`src/shared/msp_defines.svh`:
```
`ifndef MSP_DEFINES_SVH
`define MSP_DEFINES_SVH
// APB register byte offsets
`define MSP_OFF_CTRL     12'h000
`define MSP_OFF_STATUS   12'h004
`define MSP_OFF_DELTA    12'h008
`define MSP_OFF_MOTCFG   12'h00C
`define MSP_OFF_RUN_DS   12'h010
`define MSP_OFF_REST1_DS 12'h014
`define MSP_OFF_REST2_DS 12'h018
`define MSP_OFF_LEDCFG   12'h01C
`define MSP_OFF_SPIDATA  12'h020
// Motion config fields
`define MSP_MOT_EDGE_BIT 1
`define MSP_MOT_HIGH_BIT 0
// Reset values
`define MSP_MOTCFG_RST   8'h00
`define MSP_RUN_DS_RST   16'h0046
`define MSP_REST1_DS_RST 16'h004F
`define MSP_REST2_DS_RST 16'h002F
`define MSP_LEDCFG_RST   8'h08
`define MSP_LED_AUTO_BIT 3
// Timing
`define MSP_CLK_NS       5
`define MSP_PULSE_US     230
`define MSP_PULSE_CYC    ((`MSP_PULSE_US * 1000) / `MSP_CLK_NS)
`define MSP_TICK_CYC     20'd200000
`endif

```
`src/shared/msp_pkg.sv`:
```
package msp_pkg;
  typedef enum logic [3:0] {
    MSP_RUN   = 4'b0001,
    MSP_REST1 = 4'b0010,
    MSP_REST2 = 4'b0100,
    MSP_REST3 = 4'b1000
  } msp_pwr_t;
  typedef struct packed {
    logic       wr;
    logic [6:0] addr;
    logic [7:0] data;
  } msp_cmd_t;
endpackage

```
`src/rtl/msp_sensor_port.sv`:
```
// Added by the designer: the address map and the APB interface to the registers.
`timescale 1ns/1ps
`include "msp_defines.svh"
// Behaviour
// RQ1 - Port is slave only, never initiates
// RQ2 - Deselected: ignore inputs, data-out released
// RQ3 - Select rise aborts and resets port
// RQ4 - Host keeps spacing after abort
// RQ5 - Host frames each transaction with select
// RQ6 - Select rise ends burst mode
// RQ7 - Write: address with MSB 1, data
// RQ8 - Data-in sampled on clock rise
// RQ9 - Read: address MSB 0, data returned
// RQ10 - Data-out changes on clock fall
// RQ11 - Data-out held until next fall
// RQ12 - Host respects write-to-write gap
// RQ13 - Host respects write-to-read gap
// RQ14 - Host pauses clock before read data
// RQ15 - Host waits after read before next
// RQ16 - Motion pin level/edge, polarity configurable
// RQ17 - Level mode follows pending flag
// RQ18 - Edge mode: one 230us pulse from rest
// RQ19 - Flag set only with valid displacement
// RQ20 - Auto downshift run to rest three
// RQ21 - Downshift times programmable
// RQ22 - Auto LED picks current by brightness
// RQ23 - Write gap at least 30 us
// RQ24 - Write-to-read gap at least 20 us
// RQ25 - Address-to-data at least 4 us
// RQ26 - Post-read gap at least 250 ns
// RQ27 - Bytes shift MSB first
module msp_sensor_port
  import msp_pkg::*;
(
  input  wire logic        pclk,
  input  wire logic        presetn,
  input  wire logic        psel,
  input  wire logic        penable,
  input  wire logic        pwrite,
  input  wire logic [11:0] paddr,
  input  wire logic [31:0] pwdata,
  output logic      [31:0] prdata,
  output logic             pready,
  output logic             pslverr,
  input  wire logic        port_select_n,
  input  wire logic        sclk_in,
  input  wire logic        mosi_in,
  output logic             miso_o,
  output logic             miso_oe,
  input  wire logic        motion_seen,
  input  wire logic [7:0]  motion_dx,
  input  wire logic [7:0]  motion_dy,
  input  wire logic        surface_bright,
  output logic             motion_pin,
  output logic             led_high_current,
  output logic [3:0]       power_mode
);
  // Sensor core supplies motion events; this block keeps the host-visible state
  msp_cmd_t   cmd;
  logic       cmd_valid;
  logic [6:0] rd_addr;
  logic [7:0] rd_data;
  logic [7:0] dx_q, dx_d, dy_q, dy_d;
  logic       pend_q, pend_d;
  logic [7:0] motcfg_q, motcfg_d, ledcfg_q, ledcfg_d;
  logic [15:0] run_ds_q, run_ds_d, r1_ds_q, r1_ds_d, r2_ds_q, r2_ds_d;
  logic [19:0] tick_q, tick_d;
  logic [15:0] idle_q, idle_d;
  msp_pwr_t   pwr_q, pwr_d;
  logic [17:0] pulse_q, pulse_d;
  logic       pin_d, led_d;
  logic [31:0] prdata_d;
  logic       pslverr_d;
  logic       apb_wr, apb_rd, ack;
  logic       hit;
  logic       rd_strobe;

  msp_serial_shift msp_serial_shift_inst
  (
    .pclk          (pclk),
    .presetn       (presetn),
    .port_select_n (port_select_n),
    .sclk_in       (sclk_in),
    .mosi_in       (mosi_in),
    .rd_data       (rd_data),
    .miso_o        (miso_o),
    .miso_oe       (miso_oe),
    .cmd_valid     (cmd_valid),
    .cmd           (cmd),
    .rd_strobe     (rd_strobe),
    .rd_addr       (rd_addr)
  ); // RQ1

  // Serial read map: 2 status, 3 dx, 4 dy, 0x41 motion config, 0x43 led config
  always_comb
  begin
    case (rd_addr)
      7'h02:   rd_data = {pend_q, 7'h00};
      7'h03:   rd_data = dx_q;
      7'h04:   rd_data = dy_q;
      7'h0E:   rd_data = run_ds_q[7:0];
      7'h10:   rd_data = r1_ds_q[7:0];
      7'h12:   rd_data = r2_ds_q[7:0];
      7'h41:   rd_data = motcfg_q;
      7'h43:   rd_data = ledcfg_q;
      default: rd_data = 8'h00;
    endcase
  end

  assign ack    = psel & penable;
  assign apb_wr = ack & pwrite;
  // Reads are decoded in the setup cycle so that prdata already stands with pready
  assign apb_rd = psel & ~penable & ~pwrite;
  assign hit    = (paddr == `MSP_OFF_CTRL) | (paddr == `MSP_OFF_STATUS) | (paddr == `MSP_OFF_DELTA)
                | (paddr == `MSP_OFF_MOTCFG) | (paddr == `MSP_OFF_RUN_DS) | (paddr == `MSP_OFF_REST1_DS)
                | (paddr == `MSP_OFF_REST2_DS) | (paddr == `MSP_OFF_LEDCFG) | (paddr == `MSP_OFF_SPIDATA);

  always_comb
  begin
    dx_d     = dx_q;
    dy_d     = dy_q;
    pend_d   = pend_q;
    motcfg_d = motcfg_q;
    ledcfg_d = ledcfg_q;
    run_ds_d = run_ds_q;
    r1_ds_d  = r1_ds_q;
    r2_ds_d  = r2_ds_q;
    prdata_d = 32'h0000_0000;
    pslverr_d = 1'b0;
    // Reading delta over APB drains it; reading both clears pending
    if (apb_rd && paddr == `MSP_OFF_DELTA)
    begin
      dx_d = 8'h00;
      dy_d = 8'h00;
      pend_d = 1'b0; // RQ17
    end
    // Serial reads drain one axis each, at the edge that launches the data byte
    if (rd_strobe && rd_addr == 7'h03)
    begin
      dx_d = 8'h00; // RQ17
    end
    if (rd_strobe && rd_addr == 7'h04)
    begin
      dy_d = 8'h00; // RQ17
    end
    if (rd_strobe && dx_d == 8'h00 && dy_d == 8'h00)
    begin
      pend_d = 1'b0; // RQ17
    end
    // Serial writes of config registers
    if (cmd_valid && cmd.wr)
    begin
      case (cmd.addr)
        7'h0E:   run_ds_d = {8'h00, cmd.data}; // RQ21
        7'h10:   r1_ds_d  = {8'h00, cmd.data};
        7'h12:   r2_ds_d  = {8'h00, cmd.data};
        7'h41:   motcfg_d = cmd.data; // RQ16
        7'h43:   ledcfg_d = cmd.data; // RQ22
        default: ;
      endcase
    end
    if (apb_wr)
    begin
      case (paddr)
        `MSP_OFF_MOTCFG:   motcfg_d = pwdata[7:0];
        `MSP_OFF_RUN_DS:   run_ds_d = pwdata[15:0];
        `MSP_OFF_REST1_DS: r1_ds_d  = pwdata[15:0];
        `MSP_OFF_REST2_DS: r2_ds_d  = pwdata[15:0];
        `MSP_OFF_LEDCFG:   ledcfg_d = pwdata[7:0];
        default:           ;
      endcase
    end
    // New motion wins over a drain in the same cycle
    if (motion_seen && (motion_dx != 8'h00 || motion_dy != 8'h00))
    begin
      dx_d = dx_d + motion_dx;
      dy_d = dy_d + motion_dy;
      pend_d = 1'b1; // RQ19
    end
    if (apb_rd)
    begin
      case (paddr)
        `MSP_OFF_CTRL:     prdata_d = {28'h000_0000, pwr_q};
        `MSP_OFF_STATUS:   prdata_d = {30'h0000_0000, motion_pin, pend_q};
        `MSP_OFF_DELTA:    prdata_d = {16'h0000, dy_q, dx_q};
        `MSP_OFF_MOTCFG:   prdata_d = {24'h00_0000, motcfg_q};
        `MSP_OFF_RUN_DS:   prdata_d = {16'h0000, run_ds_q};
        `MSP_OFF_REST1_DS: prdata_d = {16'h0000, r1_ds_q};
        `MSP_OFF_REST2_DS: prdata_d = {16'h0000, r2_ds_q};
        `MSP_OFF_LEDCFG:   prdata_d = {24'h00_0000, ledcfg_q};
        `MSP_OFF_SPIDATA:  prdata_d = {16'h0000, cmd};
        default:           prdata_d = 32'h0000_0000;
      endcase
    end
    if (psel && !penable && !hit)
    begin
      pslverr_d = 1'b1;
    end
  end

  // Power state: idle time counted in ticks of one millisecond
  always_comb
  begin
    tick_d = (tick_q == `MSP_TICK_CYC - 20'd1) ? 20'd0 : tick_q + 20'd1;
    idle_d = idle_q;
    pwr_d  = pwr_q;
    if (motion_seen)
    begin
      idle_d = 16'h0000;
      pwr_d  = MSP_RUN;
    end
    else if (tick_q == `MSP_TICK_CYC - 20'd1)
    begin
      idle_d = idle_q + 16'h0001;
      case (pwr_q)
        MSP_RUN:
        begin
          if (idle_q >= run_ds_q)
          begin
            pwr_d = MSP_REST1; // RQ20
            idle_d = 16'h0000;
          end
        end
        MSP_REST1:
        begin
          if (idle_q >= r1_ds_q)
          begin
            pwr_d = MSP_REST2;
            idle_d = 16'h0000;
          end
        end
        MSP_REST2:
        begin
          if (idle_q >= r2_ds_q)
          begin
            pwr_d = MSP_REST3;
            idle_d = 16'h0000;
          end
        end
        MSP_REST3: idle_d = idle_q;
        default:   pwr_d = MSP_RUN;
      endcase
    end
  end

  // Motion pin: edge pulse only for wake from a rest mode
  always_comb
  begin
    pulse_d = (pulse_q != 18'd0) ? pulse_q - 18'd1 : 18'd0;
    if (motion_seen && pwr_q != MSP_RUN)
    begin
      pulse_d = 18'(`MSP_PULSE_CYC); // RQ18
    end
    if (motcfg_q[`MSP_MOT_EDGE_BIT])
    begin
      pin_d = (pulse_q != 18'd0);
    end
    else
    begin
      pin_d = pend_q; // RQ17
    end
    pin_d = motcfg_q[`MSP_MOT_HIGH_BIT] ? pin_d : ~pin_d; // RQ16
    led_d = ledcfg_q[`MSP_LED_AUTO_BIT] ? ~surface_bright : led_high_current; // RQ22
  end

  always_ff @(posedge pclk or negedge presetn)
  begin
    if (!presetn)
    begin
      dx_q     <= 8'h00;
      dy_q     <= 8'h00;
      pend_q   <= 1'b0;
      motcfg_q <= `MSP_MOTCFG_RST;
      ledcfg_q <= `MSP_LEDCFG_RST;
      run_ds_q <= `MSP_RUN_DS_RST;
      r1_ds_q  <= `MSP_REST1_DS_RST;
      r2_ds_q  <= `MSP_REST2_DS_RST;
      tick_q   <= 20'd0;
      idle_q   <= 16'h0000;
      pwr_q    <= MSP_RUN;
      pulse_q  <= 18'd0;
      motion_pin <= 1'b1;
      led_high_current <= 1'b1;
      power_mode <= 4'h1;
      prdata   <= 32'h0000_0000;
      pready   <= 1'b0;
      pslverr  <= 1'b0;
    end
    else
    begin
      dx_q     <= dx_d;
      dy_q     <= dy_d;
      pend_q   <= pend_d;
      motcfg_q <= motcfg_d;
      ledcfg_q <= ledcfg_d;
      run_ds_q <= run_ds_d;
      r1_ds_q  <= r1_ds_d;
      r2_ds_q  <= r2_ds_d;
      tick_q   <= tick_d;
      idle_q   <= idle_d;
      pwr_q    <= pwr_d;
      pulse_q  <= pulse_d;
      motion_pin <= pin_d;
      led_high_current <= led_d;
      power_mode <= pwr_d;
      prdata   <= prdata_d;
      pready   <= psel & ~penable;
      pslverr  <= pslverr_d;
    end
  end
endmodule

```
`src/rtl/msp_serial_shift.sv`:
```
`timescale 1ns/1ps
`include "msp_defines.svh"
module msp_serial_shift
  import msp_pkg::*;
(
  input  wire logic       pclk,
  input  wire logic       presetn,
  input  wire logic       port_select_n,
  input  wire logic       sclk_in,
  input  wire logic       mosi_in,
  input  wire logic [7:0] rd_data,
  output logic            miso_o,
  output logic            miso_oe,
  output logic            cmd_valid,
  output msp_cmd_t        cmd,
  output logic            rd_strobe,
  output logic [6:0]      rd_addr
);
  logic [1:0] cs_s_q;
  logic [1:0] ck_s_q;
  logic [1:0] di_s_q;
  logic       ck_old_q;
  logic [3:0] cnt_q, cnt_d;
  logic [7:0] sh_q, sh_d;
  logic [7:0] out_q, out_d;
  logic       rd_q, rd_d;
  logic       miso_d, oe_d, val_d, strb_d;
  msp_cmd_t   cmd_d;
  logic [6:0] ra_d;
  logic       active, rise, fall;

  assign active = ~cs_s_q[1];
  assign rise   = active & ck_s_q[1] & ~ck_old_q; // RQ8
  assign fall   = active & ~ck_s_q[1] & ck_old_q;

  always_comb
  begin
    cnt_d  = cnt_q;
    sh_d   = sh_q;
    out_d  = out_q;
    rd_d   = rd_q;
    miso_d = miso_o;
    oe_d   = active; // RQ2
    val_d  = 1'b0;
    strb_d = 1'b0;
    cmd_d  = cmd;
    ra_d   = rd_addr;
    if (!active)
    begin
      cnt_d  = 4'h0; // RQ3 RQ6
      rd_d   = 1'b0;
      miso_d = 1'b0;
    end
    else
    begin
      if (rise && cnt_q < 4'd8)
      begin
        sh_d = {sh_q[6:0], di_s_q[1]}; // RQ27
        cnt_d = cnt_q + 4'd1;
        if (cnt_q == 4'd7)
        begin
          rd_d = ~sh_q[6]; // RQ9
          ra_d = {sh_q[5:0], di_s_q[1]};
        end
      end
      else if (rise && cnt_q < 4'd15)
      begin
        sh_d = {sh_q[6:0], di_s_q[1]};
        cnt_d = cnt_q + 4'd1;
      end
      else if (rise && cnt_q == 4'd15)
      begin
        cnt_d = 4'h0;
        if (!rd_q)
        begin
          val_d = 1'b1; // RQ7
          cmd_d.wr = 1'b1;
          cmd_d.addr = rd_addr;
          cmd_d.data = {sh_q[6:0], di_s_q[1]};
        end
      end
      if (fall && rd_q && cnt_q >= 4'd8)
      begin
        if (cnt_q == 4'd8)
        begin
          miso_d = rd_data[7]; // RQ10
          strb_d = 1'b1;
          out_d  = {rd_data[6:0], 1'b0};
        end
        else
        begin
          miso_d = out_q[7]; // RQ11
          out_d  = {out_q[6:0], 1'b0};
        end
      end
    end
  end

  always_ff @(posedge pclk or negedge presetn)
  begin
    if (!presetn)
    begin
      cs_s_q    <= 2'b11;
      ck_s_q    <= 2'b11;
      di_s_q    <= 2'b00;
      ck_old_q  <= 1'b1;
      cnt_q     <= 4'h0;
      sh_q      <= 8'h00;
      out_q     <= 8'h00;
      rd_q      <= 1'b0;
      miso_o    <= 1'b0;
      miso_oe   <= 1'b0;
      cmd_valid <= 1'b0;
      rd_strobe <= 1'b0;
      cmd       <= '0;
      rd_addr   <= 7'h00;
    end
    else
    begin
      cs_s_q    <= {cs_s_q[0], port_select_n};
      ck_s_q    <= {ck_s_q[0], sclk_in};
      di_s_q    <= {di_s_q[0], mosi_in};
      ck_old_q  <= ck_s_q[1];
      cnt_q     <= cnt_d;
      sh_q      <= sh_d;
      out_q     <= out_d;
      rd_q      <= rd_d;
      miso_o    <= miso_d;
      miso_oe   <= oe_d;
      cmd_valid <= val_d;
      rd_strobe <= strb_d;
      cmd       <= cmd_d;
      rd_addr   <= ra_d;
    end
  end
endmodule

```
`config.mk`:
```
export PLATFORM = sky130hd
export DESIGN_NAME = msp_sensor_port
export DESIGN_NICKNAME = d
export VERILOG_FILES = /design/src/shared/msp_pkg.sv /design/src/rtl/msp_sensor_port.sv /design/src/rtl/msp_serial_shift.sv
export VERILOG_INCLUDE_DIRS = /design/src /design/src/shared
export SDC_FILE = /design/constraint.sdc
export NUM_CORES = 1
export LEC_CHECK = 0
export BUFFER_PORTS_ARGS = -buffer_cell sky130_fd_sc_hd__buf_2
export CAP_MARGIN = 20
export CELL_PAD_IN_SITES_DETAIL_PLACEMENT = 0
export CELL_PAD_IN_SITES_GLOBAL_PLACEMENT = 1
export CORE_MARGIN = 1
export CORE_UTILIZATION = 47
export DETAILED_ROUTE_END_ITERATION = 10
export PLACE_DENSITY_LB_ADDON = 0.1
export SETUP_SLACK_MARGIN = 0.5
export SKIP_LAST_GASP = 1
export SLEW_MARGIN = 10
export SYNTH_ARGS = -nofsm -noshare
export SYNTH_HDL_FRONTEND = slang
export SYNTH_HIERARCHICAL = 1
export SYNTH_SLANG_ARGS = --single-unit
```
`constraint.sdc`:
```
create_clock -name pclk -period 3.65 [get_ports pclk]
set_input_delay 0.5475 -clock pclk [delete_from_list [all_inputs] [get_ports pclk]]
set_output_delay 0.5475 -clock pclk [all_outputs]
set_load 0.01 [all_outputs]
```
==> reports/metrics.cfg <==
[timing]
worst_pin_slew_ns = 1.080
setup_slack_ns = 0.6064
period_minus_slack_ns = 3.044
rsz0062_at_grt = yes
setup_tns_ns = 0
maxSlewViolCount = 0
skew_ns = 0.01624
setup_viol_count_final = 0
finalCritPeriodShare_pct = 83.39
relSlewSlack_pct = 27.76
hold_viol = 0
fmax_ghz = 0.3286

[grt]
antenna_found_initial = 0
gr-total-overflow = 0
grt_pass1_wl_mm = 54.03
grt_max_degree = 94
track_usage_pct = 26.66
grt_pass1_vias = 9212

[outcome]
status = finished clean

[worst_setup_path]
path_class = in -> reg
worstPathMaxFanout = 6
cp-end-kind = register
worstSetupStartpointType = input port
required_ns = 4.07
critPathArrivalTime_ns = 3.47

[pwr]
pwr-share-clk_pct = 41.3
finalPower_mw = 6.555
p_per_area_nw_per_um2 = 466.4
ir_drop_mv = 0.3331
p_int_mw = 4.691
p_switching_mw = 1.864
power_frac_seq_pct = 43.0
pwr-share-comb_pct = 15.8
netSwitchingFraction_pct = 28.44
power.leakage_nw = 6.593

[placed_design]
place_area_um2 = 13080
dp_hpwl_mm = 25.54
place_congestion = 0.9130
portBuffers = 79
dp_worst_setup_slack_ns = 0.04439

[clock_network]
cts_tree = done
clk_pin_slew_worst_paths_ns = 0.06
cts_root_buffer = clkbuf_16
clkSinkCount = 212
numCtsBuffers = 25
clockBufferDepth = 3
h-tree-depth = 1
clock_latency_ns = 0.54

[synthesis]
yosys-top-cells-area = dfrtp_1, ha_1, dfstp_2, mux2_2, nand2_1
synth-warning-count = 6
synth-main-ff-cell = dfrtp_1
synth-async-reset-ratio_pct = 100.0
syn_avg_cell_area_um2 = 9.791
synth_top_area_share_pct = 39.03
yosysTopAreaCell = dfrtp_1
synth_edf_count = 0
ys_seq_area_share_pct = 43.78
syn_inst = 1244
synth-seq-cells = 212
synth_cell_type_count = 77
netlist_area_um2 = 12180

[die]
rows = 58
core_um2 = 25330
io_pins = 112
dieWidth_um = 163.0
die-height_um = 163.0
die_area_um2 = 26560
start_util_pct = 48.09

[route]
via_per_inst = 5.803
drcViolationCount = 0
drt_iter0_drc = 876
routed_wl_mm = 34.77
firstDrtPassIters = 5
wire_per_inst_um = 20.61
num_vias = 9790
antenna_left = 0

[hold_path]
hold_path_class = in -> async

[finish]
design_area_um2 = 14060
finish.net_count = 1477
drive_gt1_share_pct = 20.63
syn2layout_area_growth_pct = 15.40
diodes = 0

[job]
cap_violations = 0

==> logic make-up (layout without fill, tap and decap cells) <==
family,count (synthesis),after routing,synth area share (%)
adder cells (fa/ha/maj),69,69,7.211
XOR/XNOR,47,47,3.380
buffers and inverters,137,235,4.941
AND/OR/NAND/NOR,390,390,16.09
flip-flops,212,212,43.78
AO/OA/AOI/OAI,283,283,14.94
multiplexers,105,105,9.635
other,1,16,0.03079
==> flip-flops by register name, summed over array words and instances (netlist names), 8 cells and up <==
name / count
ledcfg_q: 8
motcfg_q: 8
dx_q: 8
r2_ds_q: 16
prdata: 16
run_ds_q: 16
idle_q: 16
dy_q: 8
tick_q: 20
r1_ds_q: 16
msp_serial_shift_inst/cmd: 16
pulse_q: 18
==> through the flow <==
stage          hold WS (ns)  std cells  util [%]
5_1_grt             0.08506       1687     55.50
3_3_place_gp         0.3340       1639     51.66
3_5_place_dp         0.3472       1639     51.66
4_1_cts             0.05004       1685     55.18
2_1_floorplan        0.2519       1259         -
6_report            0.03510       1687     55.50
==> timing repair <==
| item | in CTS | in global routing |
|---|---|---|
| hold buffers | 0 | 0 |
| gates resized for setup | 0 | 12 |
| setup buffers | 0 | 1 |
| setup endpoints to repair | 0 | 4 |
==> critical path, cell delays in order <==
cell and delay, ns:
buf_2 0.10, or4_4 0.57, nor3_4 0.20, and3_4 0.20, and2_4 0.17, a21oi_4 0.06
and2_1 0.19, ha_1 0.19, a21o_1 0.18, a21oi_2 0.17, o21bai_2 0.11, a2111oi_4 0.38
nor3_2 0.09, mux2i_1 0.13, xor2_1 0.16
==> layer usage <==
metal	GRT usage, %	part of all wire [%]
met4	9.473	3.4
met5	0	0
met3	5.322	7.2
met2	39.69	43
met1	38.35	46
==> Yosys cell counts (4+ instances only) <==
library cell,instances
nor3_2,4
and2_1,14
nor2b_1,4
buf_1,4
a22oi_1,20
nor4_1,14
a222oi_1,12
clkbuf_1,30
o22ai_1,10
nand2_1,138
nand4_1,17
a221o_1,7
nand3_1,39
nor2_1,75
or3_1,8
a2111oi_0,4
ha_1,67
o21ai_0,88
a21oi_1,57
o211ai_1,10
o31ai_1,33
nor3b_1,6
mux2_2,46
dfstp_2,22
dfrtp_1,190
buf_2,7
mux2i_1,49
nand3b_1,5
and3_1,15
a31oi_1,8
mux2_4,8
xnor2_1,25
nand2b_1,8
o21bai_1,4
inv_1,77
xor2_1,22
nor3_1,16
buf_4,17
or4_1,6
a21o_1,7
==> cell type report <==
class / count / area [um2]
sequential: 212 / 5333
fill: 2232 / 11270
multi-input combinational: 910 / 6464
tap: 330 / 412.9
inverter: 77 / 289.0
clock buffer: 29 / 660.6
clock inverter: 17 / 231.5
timing repair buffer: 112 / 665.6
==> power groups by stage <==
stage	logic, mW	registers, mW	clock network, mW
finish	1.03	2.82	2.71
detailed placement	0.956	2.85	0
global route	1.17	2.84	2.85
floorplan	0.735	2.71	0
CTS	0.963	2.81	2.77
global placement	0.933	2.85	0
==> final timing paths <==
path	start	end	slack [ns]	depth (start not counted)
worst max-delay path	paddr[9]	dy_q[7]	0.61	15
worst min-delay path	presetn	r2_ds_q[12]	0.04	1
worst max register to register	msp_serial_shift_inst/rd_addr[1]	dy_q[6]	0.77	14
worst min register to register	msp_serial_shift_inst/ck_s_q[0]	msp_serial_shift_inst/ck_s_q[1]	0.35	0
max in group asynchronous	presetn	pwr_q[0]	2.71	2
min in group pclk	sclk_in	msp_serial_shift_inst/ck_s_q[0]	0.10	1
==> cell usage in the layout (no fill, tap or decap), drive strengths merged, types with 22 or more instances in the layout <==
cell / n
buf: 112
nand3: 40
dfrtp: 190
xnor2: 25
dfstp: 22
nand2: 138
mux2: 54
ha: 67
mux2i: 49
o21ai: 89
xor2: 22
o31ai: 34
nor2: 76
inv: 79
clkbuf: 29
a21oi: 57
Power figures use the tool's default switching activity.
